`src/verilog/ccr_pkg.sv`:
```
// Constants for the CPU control register block: memory map, status word layout,
// reset values and the bus register map. Assumes a 16-bit address CPU.
package ccr_pkg;
    // Program memory map
    localparam logic [15:0] VEC_BASE = 16'h0000;
    localparam logic [15:0] VEC_LAST = 16'h003F;
    localparam logic [15:0] TCALL_BASE = 16'h0040;
    localparam logic [15:0] TCALL_LAST = 16'h007F;
    localparam logic [15:0] OPT_BASE = 16'h0080;
    localparam logic [15:0] OPT_LAST = 16'h0084;
    localparam logic [15:0] DBGID_BASE = 16'h0085;
    localparam logic [15:0] DBGID_LAST = 16'h008E;
    localparam logic [15:0] SWAP_OFFSET = 16'h1000;
    localparam logic [15:0] FCALL_BASE = 16'h0800;
    localparam logic [15:0] FCALL_LAST = 16'h0FFF;
    // Data memory map
    localparam logic [15:0] BANK_BASE = 16'hFEE0;
    localparam logic [15:0] BANK_LAST = 16'hFEFF;
    localparam logic [15:0] SFR_BASE = 16'hFF00;
    localparam logic [15:0] SFR_LAST = 16'hFFFF;
    localparam logic [15:0] HSRAM_BASE = 16'hFB00;
    // Status word bit positions
    localparam int PSW_CY = 0;
    localparam int PSW_ISP = 1;
    localparam int PSW_BANK_SELECT_BIT_LOW = 3;
    localparam int PSW_AC = 4;
    localparam int PSW_BANK_SELECT_BIT_HIGH = 5;
    localparam int PSW_Z = 6;
    localparam int PSW_IE = 7;
    localparam logic [7:0] PSW_RESET = 8'h02;
    localparam logic [15:0] SP_RESET = 16'hFEE0;
    localparam logic [4:0] BRK_SLOT = 5'h1F;
    localparam logic [1:0] RP_AX = 2'h0;
    // Bus register byte addresses
    localparam logic [5:0] REG_PC = 6'h00;
    localparam logic [5:0] REG_PSW = 6'h04;
    localparam logic [5:0] REG_SP = 6'h08;
    localparam logic [5:0] REG_CTRL = 6'h0C;
    localparam logic [5:0] REG_STAT = 6'h10;
    localparam logic [5:0] REG_GPR = 6'h20;
    localparam logic [5:0] REG_MAP = 6'h14;
    localparam logic [31:0] UNMAPPED = 32'hDEAD_0000;
    // Operation codes for the core port
    typedef enum logic [3:0] {
        CCR_OP_NONE = 4'h0,
        CCR_OP_STEP = 4'h1,
        CCR_OP_BRANCH = 4'h2,
        CCR_OP_TCALL = 4'h3,
        CCR_OP_FCALL = 4'h4,
        CCR_OP_INTACK = 4'h5,
        CCR_OP_BRK = 4'h6,
        CCR_OP_INTERRUPT_RETURN_INSTR = 4'h7,
        CCR_OP_PUSHPSW = 4'h8,
        CCR_OP_POPPSW = 4'h9,
        CCR_OP_DI = 4'hA,
        CCR_OP_EI = 4'hB,
        CCR_OP_SELRB = 4'hC,
        CCR_OP_ALU = 4'hD,
        CCR_OP_POPRP = 4'hE,
        CCR_OP_PUSHRP = 4'hF
    } ccr_op_type;
    typedef enum logic [1:0] {
        CCR_IDLE = 2'b00,
        CCR_VEC_LO = 2'b01,
        CCR_VEC_HI = 2'b10,
        CCR_VEC_LD = 2'b11
    } ccr_state_type;
endpackage

```
`src/verilog/ccr_regs.sv`:
```
// CPU control registers, register banks and memory-map decode.
// Assumes a core driving one operation per cycle and a program memory
// read port with one cycle latency; software reaches state over Avalon-MM.
//
// Added by the designer: the register offsets and the Avalon-MM slave port.
module ccr_regs
    import ccr_pkg::*;
#(
    parameter int NUM_SRC = 29
) (
    input wire logic clk,
    input wire logic arst_n,
    input wire logic [5:0] avs_address,
    input wire logic avs_read,
    input wire logic avs_write,
    input wire logic [31:0] avs_writedata,
    input wire logic [3:0] avs_byteenable,
    output logic [31:0] avs_readdata,
    output logic avs_waitrequest,
    input wire ccr_pkg::ccr_op_type op,
    input wire logic [2:0] op_len,
    input wire logic [15:0] op_target,
    input wire logic [4:0] op_src,
    input wire logic [1:0] op_bank,
    input wire logic [7:0] alu_result,
    input wire logic alu_carry,
    input wire logic alu_half_carry,
    input wire logic [1:0] alu_flag_mask,
    input wire logic alu_carry_we,
    input wire logic [7:0] stack_rdata,
    input wire logic [NUM_SRC-1:0] irq_req,
    input wire logic [NUM_SRC-1:0] irq_low_prio,
    output logic irq_take,
    output logic [4:0] irq_sel,
    input wire logic [2:0] gpr_addr,
    input wire logic gpr_we,
    input wire logic [7:0] gpr_wdata,
    input wire logic gpr_pair,
    input wire logic [15:0] gpr_wdata16,
    output logic [15:0] gpr_rdata,
    input wire logic [15:0] data_addr,
    output logic data_is_bank,
    output logic data_is_sfr,
    output logic data_stack_ok,
    output logic fetch_fault,
    output logic [15:0] pmem_addr,
    input wire logic [7:0] pmem_rdata,
    output logic [15:0] program_counter,
    output logic [7:0] program_status_word,
    output logic [15:0] stack_pointer,
    output logic stack_we,
    output logic [7:0] stack_wdata,
    output logic [15:0] stack_addr,
    output logic boot_ready
);
    import ccr_pkg::*;

    initial begin
        // Source slots must stay below the break slot
        if (NUM_SRC < 1 || NUM_SRC > 29) begin
            $error("NUM_SRC out of range");
        end
    end

    ccr_state_type state;
    logic boot_swap;
    logic [7:0] vec_lo;
    logic [15:0] vec_addr;
    logic rd_done;
    logic [7:0] bank_mem [0:31];
    logic [4:0] gpr_idx;
    logic [4:0] pick;
    logic found;
    logic [7:0] stat_bits;

    // Register bank index from bank-select bits
    // bank selection
    assign gpr_idx = {program_status_word[PSW_BANK_SELECT_BIT_HIGH], program_status_word[PSW_BANK_SELECT_BIT_LOW], gpr_addr};

    assign gpr_rdata = gpr_pair ? {bank_mem[{gpr_idx[4:1], 1'b1}], bank_mem[{gpr_idx[4:1], 1'b0}]}
                                : {8'h00, bank_mem[gpr_idx]};

    assign data_is_bank = (data_addr >= BANK_BASE) && (data_addr <= BANK_LAST);
    assign data_is_sfr = data_addr >= SFR_BASE;
    assign data_stack_ok = (data_addr >= HSRAM_BASE) && (data_addr <= BANK_LAST);
    assign fetch_fault = (program_counter >= BANK_BASE) && (program_counter <= BANK_LAST);

    always_comb begin
        pick = 5'h00;
        found = 1'b0;
        for (int i = NUM_SRC - 1; i >= 0; i--) begin
            if (irq_req[i] && (program_status_word[PSW_ISP] || !irq_low_prio[i])) begin
                pick = 5'(i);
                found = 1'b1;
            end
        end
    end
    assign irq_take = found && program_status_word[PSW_IE] && state == CCR_IDLE;
    assign irq_sel = pick;

    always_comb begin
        case (state)
            CCR_VEC_LO: pmem_addr = vec_addr;
            CCR_VEC_HI: pmem_addr = vec_addr | 16'h0001;
            default: pmem_addr = program_counter;
        endcase
    end

    always_ff @(posedge clk or negedge arst_n) begin
        if (!arst_n) begin
            state <= CCR_VEC_LO;
            vec_lo <= 8'h00;
            vec_addr <= VEC_BASE;
        end else begin
            case (state)
                CCR_IDLE: begin
                    // acknowledge and break fetch their own entry
                    if (irq_take) begin
                        vec_addr <= VEC_BASE + {10'h000, pick + 5'h02, 1'b0};
                        state <= CCR_VEC_LO;
                    end else if (op == CCR_OP_BRK) begin
                        vec_addr <= VEC_BASE + {10'h000, BRK_SLOT, 1'b0};
                        state <= CCR_VEC_LO;
                    end
                end
                CCR_VEC_LO: begin
                    state <= CCR_VEC_HI;
                end
                // Memory answers one cycle late, so each byte lands a state later
                CCR_VEC_HI: begin
                    vec_lo <= pmem_rdata;
                    state <= CCR_VEC_LD;
                end
                CCR_VEC_LD: begin
                    state <= CCR_IDLE;
                end
                default: state <= CCR_IDLE;
            endcase
        end
    end
    assign boot_ready = state == CCR_IDLE;

    logic [15:0] next_pc;
    always_comb begin
        next_pc = program_counter;
        case (op)
            CCR_OP_STEP: next_pc = program_counter + 16'(op_len);
            CCR_OP_BRANCH: next_pc = op_target;
            CCR_OP_INTERRUPT_RETURN_INSTR: next_pc = op_target;
            CCR_OP_TCALL: next_pc = TCALL_BASE | {10'h000, op_target[4:0], 1'b0};
            CCR_OP_FCALL: next_pc = FCALL_BASE | (op_target & (FCALL_LAST ^ FCALL_BASE));
            CCR_OP_BRK: next_pc = {10'h000, BRK_SLOT, 1'b0};
            default: next_pc = program_counter;
        endcase
        if (irq_take) begin
            next_pc = VEC_BASE + {10'h000, pick + 5'h02, 1'b0};
        end
    end

    always_ff @(posedge clk or negedge arst_n) begin
        if (!arst_n) begin
            program_counter <= VEC_BASE;
        end else if (state == CCR_VEC_LD) begin
            program_counter <= {pmem_rdata, vec_lo};
        end else if (avs_write && avs_address == REG_PC) begin
            program_counter <= avs_writedata[15:0];
        end else if (state == CCR_IDLE) begin
            program_counter <= next_pc;
        end
    end

    logic [7:0] next_psw;
    always_comb begin
        next_psw = program_status_word;
        case (op)
            CCR_OP_DI: next_psw[PSW_IE] = 1'b0;
            CCR_OP_EI: next_psw[PSW_IE] = 1'b1;
            CCR_OP_BRK: next_psw[PSW_IE] = 1'b0;
            CCR_OP_SELRB: begin
                next_psw[PSW_BANK_SELECT_BIT_LOW] = op_bank[0];
                next_psw[PSW_BANK_SELECT_BIT_HIGH] = op_bank[1];
            end
            CCR_OP_INTERRUPT_RETURN_INSTR: next_psw = stack_rdata;
            CCR_OP_POPPSW: next_psw = stack_rdata;
            CCR_OP_ALU: begin
                if (alu_flag_mask[0]) begin
                    next_psw[PSW_Z] = alu_result == 8'h00;
                end
                if (alu_flag_mask[1]) begin
                    next_psw[PSW_AC] = alu_half_carry;
                end
            end
            default: next_psw = program_status_word;
        endcase
        if (alu_carry_we) begin
            next_psw[PSW_CY] = alu_carry;
        end
        if (irq_take) begin
            next_psw[PSW_IE] = 1'b0;
        end
    end

    always_ff @(posedge clk or negedge arst_n) begin
        if (!arst_n) begin
            program_status_word <= PSW_RESET;
        end else if (avs_write && avs_address == REG_PSW && avs_byteenable[0]) begin
            program_status_word <= avs_writedata[7:0];
        end else if (state == CCR_IDLE) begin
            program_status_word <= next_psw;
        end
    end

    // Push of status word happens on the cycle the pointer drops
    logic psw_push;
    assign psw_push = irq_take || op == CCR_OP_PUSHPSW || op == CCR_OP_BRK;
    assign stack_we = state == CCR_IDLE && (psw_push || op == CCR_OP_PUSHRP);
    assign stack_wdata = psw_push ? program_status_word : gpr_rdata[7:0];
    assign stack_addr = stack_we ? stack_pointer - 16'h0001 : stack_pointer;

    always_ff @(posedge clk or negedge arst_n) begin
        if (!arst_n) begin
            stack_pointer <= SP_RESET;
        end else if (avs_write && avs_address == REG_SP) begin
            stack_pointer <= avs_writedata[15:0];
        end else if (stack_we) begin
            stack_pointer <= stack_pointer - 16'h0001;
        end else if (state == CCR_IDLE && (op == CCR_OP_INTERRUPT_RETURN_INSTR || op == CCR_OP_POPPSW
                                          || op == CCR_OP_POPRP)) begin
            stack_pointer <= stack_pointer + 16'h0001;
        end
    end

    always_ff @(posedge clk) begin
        if (gpr_we) begin
            if (gpr_pair) begin
                bank_mem[{gpr_idx[4:1], 1'b0}] <= gpr_wdata16[7:0];
                bank_mem[{gpr_idx[4:1], 1'b1}] <= gpr_wdata16[15:8];
            end else begin
                bank_mem[gpr_idx] <= gpr_wdata;
            end
        end
    end

    // Boot swap selects which copy of options and debug ID is used
    always_ff @(posedge clk or negedge arst_n) begin
        if (!arst_n) begin
            boot_swap <= 1'b0;
        end else if (avs_write && avs_address == REG_CTRL && avs_byteenable[0]) begin
            boot_swap <= avs_writedata[0];
        end
    end

    logic [15:0] opt_addr;
    assign opt_addr = boot_swap ? OPT_BASE + SWAP_OFFSET : OPT_BASE;
    logic [15:0] dbg_addr;
    assign dbg_addr = boot_swap ? DBGID_BASE + SWAP_OFFSET : DBGID_BASE;

    assign stat_bits = {5'h00, fetch_fault, found, boot_ready};
    // Reads take one wait state so registered read data stands at the accepting edge
    always_ff @(posedge clk or negedge arst_n) begin
        if (!arst_n) begin
            rd_done <= 1'b0;
        end else begin
            rd_done <= avs_read && !rd_done;
        end
    end
    assign avs_waitrequest = avs_read && !rd_done;

    always_ff @(posedge clk or negedge arst_n) begin
        if (!arst_n) begin
            avs_readdata <= 32'h0000_0000;
        end else if (avs_read && !rd_done) begin
            case (avs_address)
                REG_PC: avs_readdata <= {16'h0000, program_counter};
                REG_PSW: avs_readdata <= {24'h000000, program_status_word};
                REG_SP: avs_readdata <= {16'h0000, stack_pointer};
                REG_CTRL: avs_readdata <= {31'h0, boot_swap};
                REG_STAT: avs_readdata <= {24'h000000, stat_bits};
                REG_MAP: avs_readdata <= {opt_addr, dbg_addr};
                default: avs_readdata <= UNMAPPED;
            endcase
        end
    end
endmodule

```
`config.mk`:
```
export PLATFORM = sky130hd
export DESIGN_NAME = ccr_regs
export DESIGN_NICKNAME = d
export VERILOG_FILES = /design/src/verilog/ccr_pkg.sv /design/src/verilog/ccr_regs.sv
export SDC_FILE = /design/constraint.sdc
export NUM_CORES = 1
export LEC_CHECK = 0
export BUFFER_PORTS_ARGS = -buffer_cell sky130_fd_sc_hd__buf_2
export CELL_PAD_IN_SITES_DETAIL_PLACEMENT = 0
export CELL_PAD_IN_SITES_GLOBAL_PLACEMENT = 1
export CORE_ASPECT_RATIO = 1.75
export CORE_MARGIN = 3
export CORE_UTILIZATION = 42
export DETAILED_ROUTE_END_ITERATION = 7
export PLACE_DENSITY_LB_ADDON = 0.1
export SETUP_SLACK_MARGIN = 0.15
export SLEW_MARGIN = 10
export SYNTH_ARGS = -nofsm -noshare
export SYNTH_HDL_FRONTEND = slang
export SYNTH_SLANG_ARGS = --single-unit
```
`constraint.sdc`:
```
create_clock -name clk -period 2.87 [get_ports clk]
set_input_delay 0.1435 -clock clk [delete_from_list [all_inputs] [get_ports clk]]
set_output_delay 0.1435 -clock clk [all_outputs]
set_load 0.05 [all_outputs]
```
==> flow_metrics.tcl <==
set metrics [dict create \
    finClkSkew_ns 0.0203 \
    yosysWarnings 0 \
    clock_path_buffers 3 \
    grtUsageMet2 0.601 \
    rsz0062_at_grt "yes" \
    drt-total-wl_um 92600 \
    vias 18500 \
    syn_inst 1815 \
    final_hold_viol_count 0 \
    use_met1 0.323 \
    cts_tree "yes" \
    start_util 0.425 \
    max_freq_mhz 286 \
    fin_cells 3025 \
    grt_overflow 0 \
    ant_nets 0 \
    synth_seq_cells 332 \
    drc 0 \
    grt_pass1_wl_um 131000 \
    coreArea_sq_mm 0.0515 \
    drtIter0Drc 1361 \
    r2r_slack_ns -0.56 \
    use_met3 0.0450 \
    worstMarginPinSlew_ns 1.27 \
    violations "negative setup slack" \
    drive_gt1_frac 0.542 \
    cp-start-kind "register" \
    ir_drop_mv 0.839 \
    io_buffers 314 \
    place_hpwl_um 70300 \
    root_buffer "clkbuf_16" \
    area_growth_syn_to_layout_pct 34.0 \
    synth_area_leaders "edfxtp_1 (35%), mux4_2 (15%), mux2_2 (15%)" \
    globalplace.congestion 0.937 \
    cts_buffers 35 \
    required_ns 2.73 \
    path_clk_slew_ns 0.07 \
    crit_type "register to output pin" \
    first_pass_iters 5 \
    slowest_stage "or4_4" \
    vias_per_cell 6.12 \
    min_path_type "primary input to register" \
    slew_viol_final 0 \
    die_h_um 308 \
    fp.dieW_um 178 \
    critical_path_buf_inv_count 5 \
    max_cap_violations 0 \
    status "complete, but fails checks" \
    h-tree-depth 2 \
    finish.utilization 0.569 \
    cp-startpoint "program_status_word[1]$_DFFE_PN1P_" \
    dieArea_sq_mm 0.0549 \
    rows 110 \
    ys_seq_area_frac 0.439 \
    routedWlPerCell_um 30.6 \
    synthArstFlopShare 0.229 \
    grt_busiest_layer "met2" \
    rr_worst_depth 17 \
    slew-limit-headroom 0.152 \
    ios 349 \
    synth_area_leader_cell "edfxtp_1" \
    synth-edff-count 256 \
    layout.nets 2547 \
    crit_fanout 8 \
    reg2reg_from "program_status_word[1]$_DFFE_PN1P_" \
    fin_ws_ns -0.632 \
    cp-endpoint "stack_wdata[5]" \
    critPathArrivalTime_ns 3.36 \
    power.leakage_nw 11.2 \
    synth_cell_types 74 \
    dp_cells 2857 \
    period_needed_ns 3.50 \
    clock_latency_ns 0.55 \
    crit_path_end_kind "output pin" \
    grt_start_max_net_pins 54 \
    max_stage_delay_ns 0.55 \
    avgSynthCellArea_sq_um 12.0 \
    r2r_end "program_counter[1]$_DFFE_PN0P_" \
    powerDensity_mw_per_mm2 862 \
    antenna_found_initial 5 \
    synth_area_sq_mm 0.0219 \
    setup_viol_count_final 72 \
    fin_crit_sh 1.22 \
    track_usage 0.330 \
    synth_top_cell_area_share 0.352 \
    grt_pass1_vias 19500 \
    cp_cell_sequence "buf_8, buf_4, o21ai_2, nand3_1, or4_4, o41ai_4, bufinv_8, nor2_4, buf_12, mux2_4, buf_6" \
    crit_family "buffers and inverters" \
    synth_flop_cell "edfxtp_1" \
    cts_sinks 332 \
    crit_cells 11 \
]
-- worst min-delay path by stage --
stage / from / endpoint / slack [ns] / cells after the start
2_1_floorplan: arst_n / avs_readdata[0]$_DFFE_PN0P_ / -0.15 / 0
3_3_place_gp: arst_n / vec_lo[0]$_DFFE_PN0P_ / 0.27 / 1
3_5_place_dp: arst_n / program_counter[0]$_DFFE_PN0P_ / 0.28 / 1
4_1_cts: avs_writedata[1] / stack_pointer[1]$_DFFE_PN0P_ / 0.007 / 3
5_1_grt: avs_writedata[1] / stack_pointer[1]$_DFFE_PN0P_ / 0.01 / 3
6_report: avs_writedata[1] / stack_pointer[1]$_DFFE_PN0P_ / 0.02 / 3
-- per-stage QoR --
step	setup slack [ns]	power (mW)	cell area, sq um	hold WS, ns	TNS [ns]
floorplan	-0.0965	13.9	22300	-0.152	-1.07
global placement	-0.273	17.6	25800	0.272	-8.53
detailed placement	-0.297	17.7	25800	0.277	-10.38
CTS	-0.587	24.2	28500	0.00692	-22.59
global route	-0.692	26.1	29300	0.0127	-39.39
finish	-0.632	25.3	29300	0.0198	-33.60
-- power breakdown --
group	switching, mW	leakage (nW)	internal [mW]
Sequential	0.792	3.22	5.81
Combinational	8.31	7.38	5.31
Clock	2.10	0.595	2.92
-- routing by layer --
| metal | vias to the layer above | routed length (um) |
|---|---|---|
| li1 | 8017 | - |
| met1 | 9253 | 28800 |
| met2 | 894 | 48900 |
| met3 | 357 | 5130 |
| met4 | 4 | 9780 |
| met5 | - | 30 |
-- logic make-up (layout without fill, tap and decap cells) --
logic type	count (synthesis)	after routing	share of synthesized area
other	1	8	0.000172
multiplexers	446	446	0.303
XOR/XNOR	44	44	0.0176
flip-flops	332	332	0.439
buffers and inverters	210	741	0.0397
AND/OR/NAND/NOR	457	457	0.100
adder cells (fa/ha/maj)	13	13	0.00779
AO/OA/AOI/OAI	312	312	0.0918
-- worst reg2reg max path: stages (launching register included) --
cell       delay (ns)
dfstp_4          0.51
buf_8            0.15
buf_4            0.13
o21ai_2          0.05
nand3_1          0.13
or4_4            0.55
o41ai_4          0.26
buf_4            0.20
buf_8            0.13
buf_6            0.10
buf_8            0.12
clkinv_8         0.08
buf_8            0.14
o31a_1           0.31
buf_4            0.17
buf_6            0.13
o2111ai_2        0.07
o21ai_1          0.09
-- cell usage in the layout, fill, tap and decap left out, types with 19 or more instances in the layout --
| master | Yosys | routed |
|---|---|---|
| a21oi_1 | 63 | 45 |
| clkbuf_16 | 0 | 35 |
| mux2_2 | 282 | 270 |
| buf_4 | 14 | 209 |
| buf_2 | 15 | 271 |
| a22oi_1 | 30 | 23 |
| mux4_2 | 145 | 145 |
| nand2b_1 | 40 | 39 |
| nand3_1 | 44 | 35 |
| o21ai_1 | 7 | 19 |
| dlygate4sd3_1 | 0 | 30 |
| o21ai_0 | 89 | 57 |
| inv_1 | 46 | 43 |
| nor2_1 | 131 | 116 |
| edfxtp_1 | 256 | 256 |
| nor2b_1 | 27 | 21 |
| nand2_1 | 120 | 110 |
| dfrtp_1 | 64 | 61 |
| buf_6 | 1 | 87 |
| buf_8 | 0 | 19 |
-- cell usage after synthesis, types with 8 or more instances --
| library cell | instances |
|---|---|
| dfrtp_1 | 64 |
| nor4_1 | 13 |
| nor2b_1 | 27 |
| xnor2_1 | 27 |
| ha_1 | 12 |
| nor3_1 | 27 |
| o211ai_1 | 10 |
| buf_1 | 28 |
| mux4_2 | 145 |
| dfstp_2 | 12 |
| mux2_2 | 282 |
| and2_1 | 14 |
| nand2b_1 | 40 |
| a22oi_1 | 30 |
| o21ai_0 | 89 |
| nand4_1 | 8 |
| nand2_1 | 120 |
| buf_4 | 14 |
| a21oi_1 | 63 |
| mux2i_1 | 19 |
| edfxtp_1 | 256 |
| buf_2 | 15 |
| nand3_1 | 44 |
| a31oi_1 | 13 |
| xor2_1 | 17 |
| inv_1 | 46 |
| clkbuf_1 | 105 |
| nor2_1 | 131 |
| o22ai_1 | 20 |
-- cell type report --
| cell class | count | area [sq um] |
|---|---|---|
| Timing Repair Buffer | 631 | 4790 |
| Sequential cell | 332 | 9610 |
| Inverter | 47 | 201 |
| Tap cell | 672 | 841 |
| Clock inverter | 20 | 318 |
| Multi-Input combinational cell | 1277 | 12600 |
| Fill cell | 4470 | 22200 |
| Clock buffer | 41 | 908 |
| Antenna cell | 3 | 7.51 |
| Timing Repair inverter | 2 | 27.5 |
-- repair_timing --
action / in CTS / in global routing
gates resized for setup: 242 / 113
pin swaps: 54 / 58
hold endpoints to repair: 81 / 0
gates cloned: 2 / 2
hold buffers: 30 / 0
setup endpoints to repair: 77 / 80
setup buffers: 37 / 33
-- state kept, by name, indices dropped and copies added, names as in the netlist --
register and flops:
stack_pointer 16, avs_readdata 19, state 2, program_counter 16, program_status_word 8, vec_addr 5
vec_lo 8, boot_swap 1, rd_done 1, bank_mem 256
Note: power is estimated with default switching activity, not from simulation.
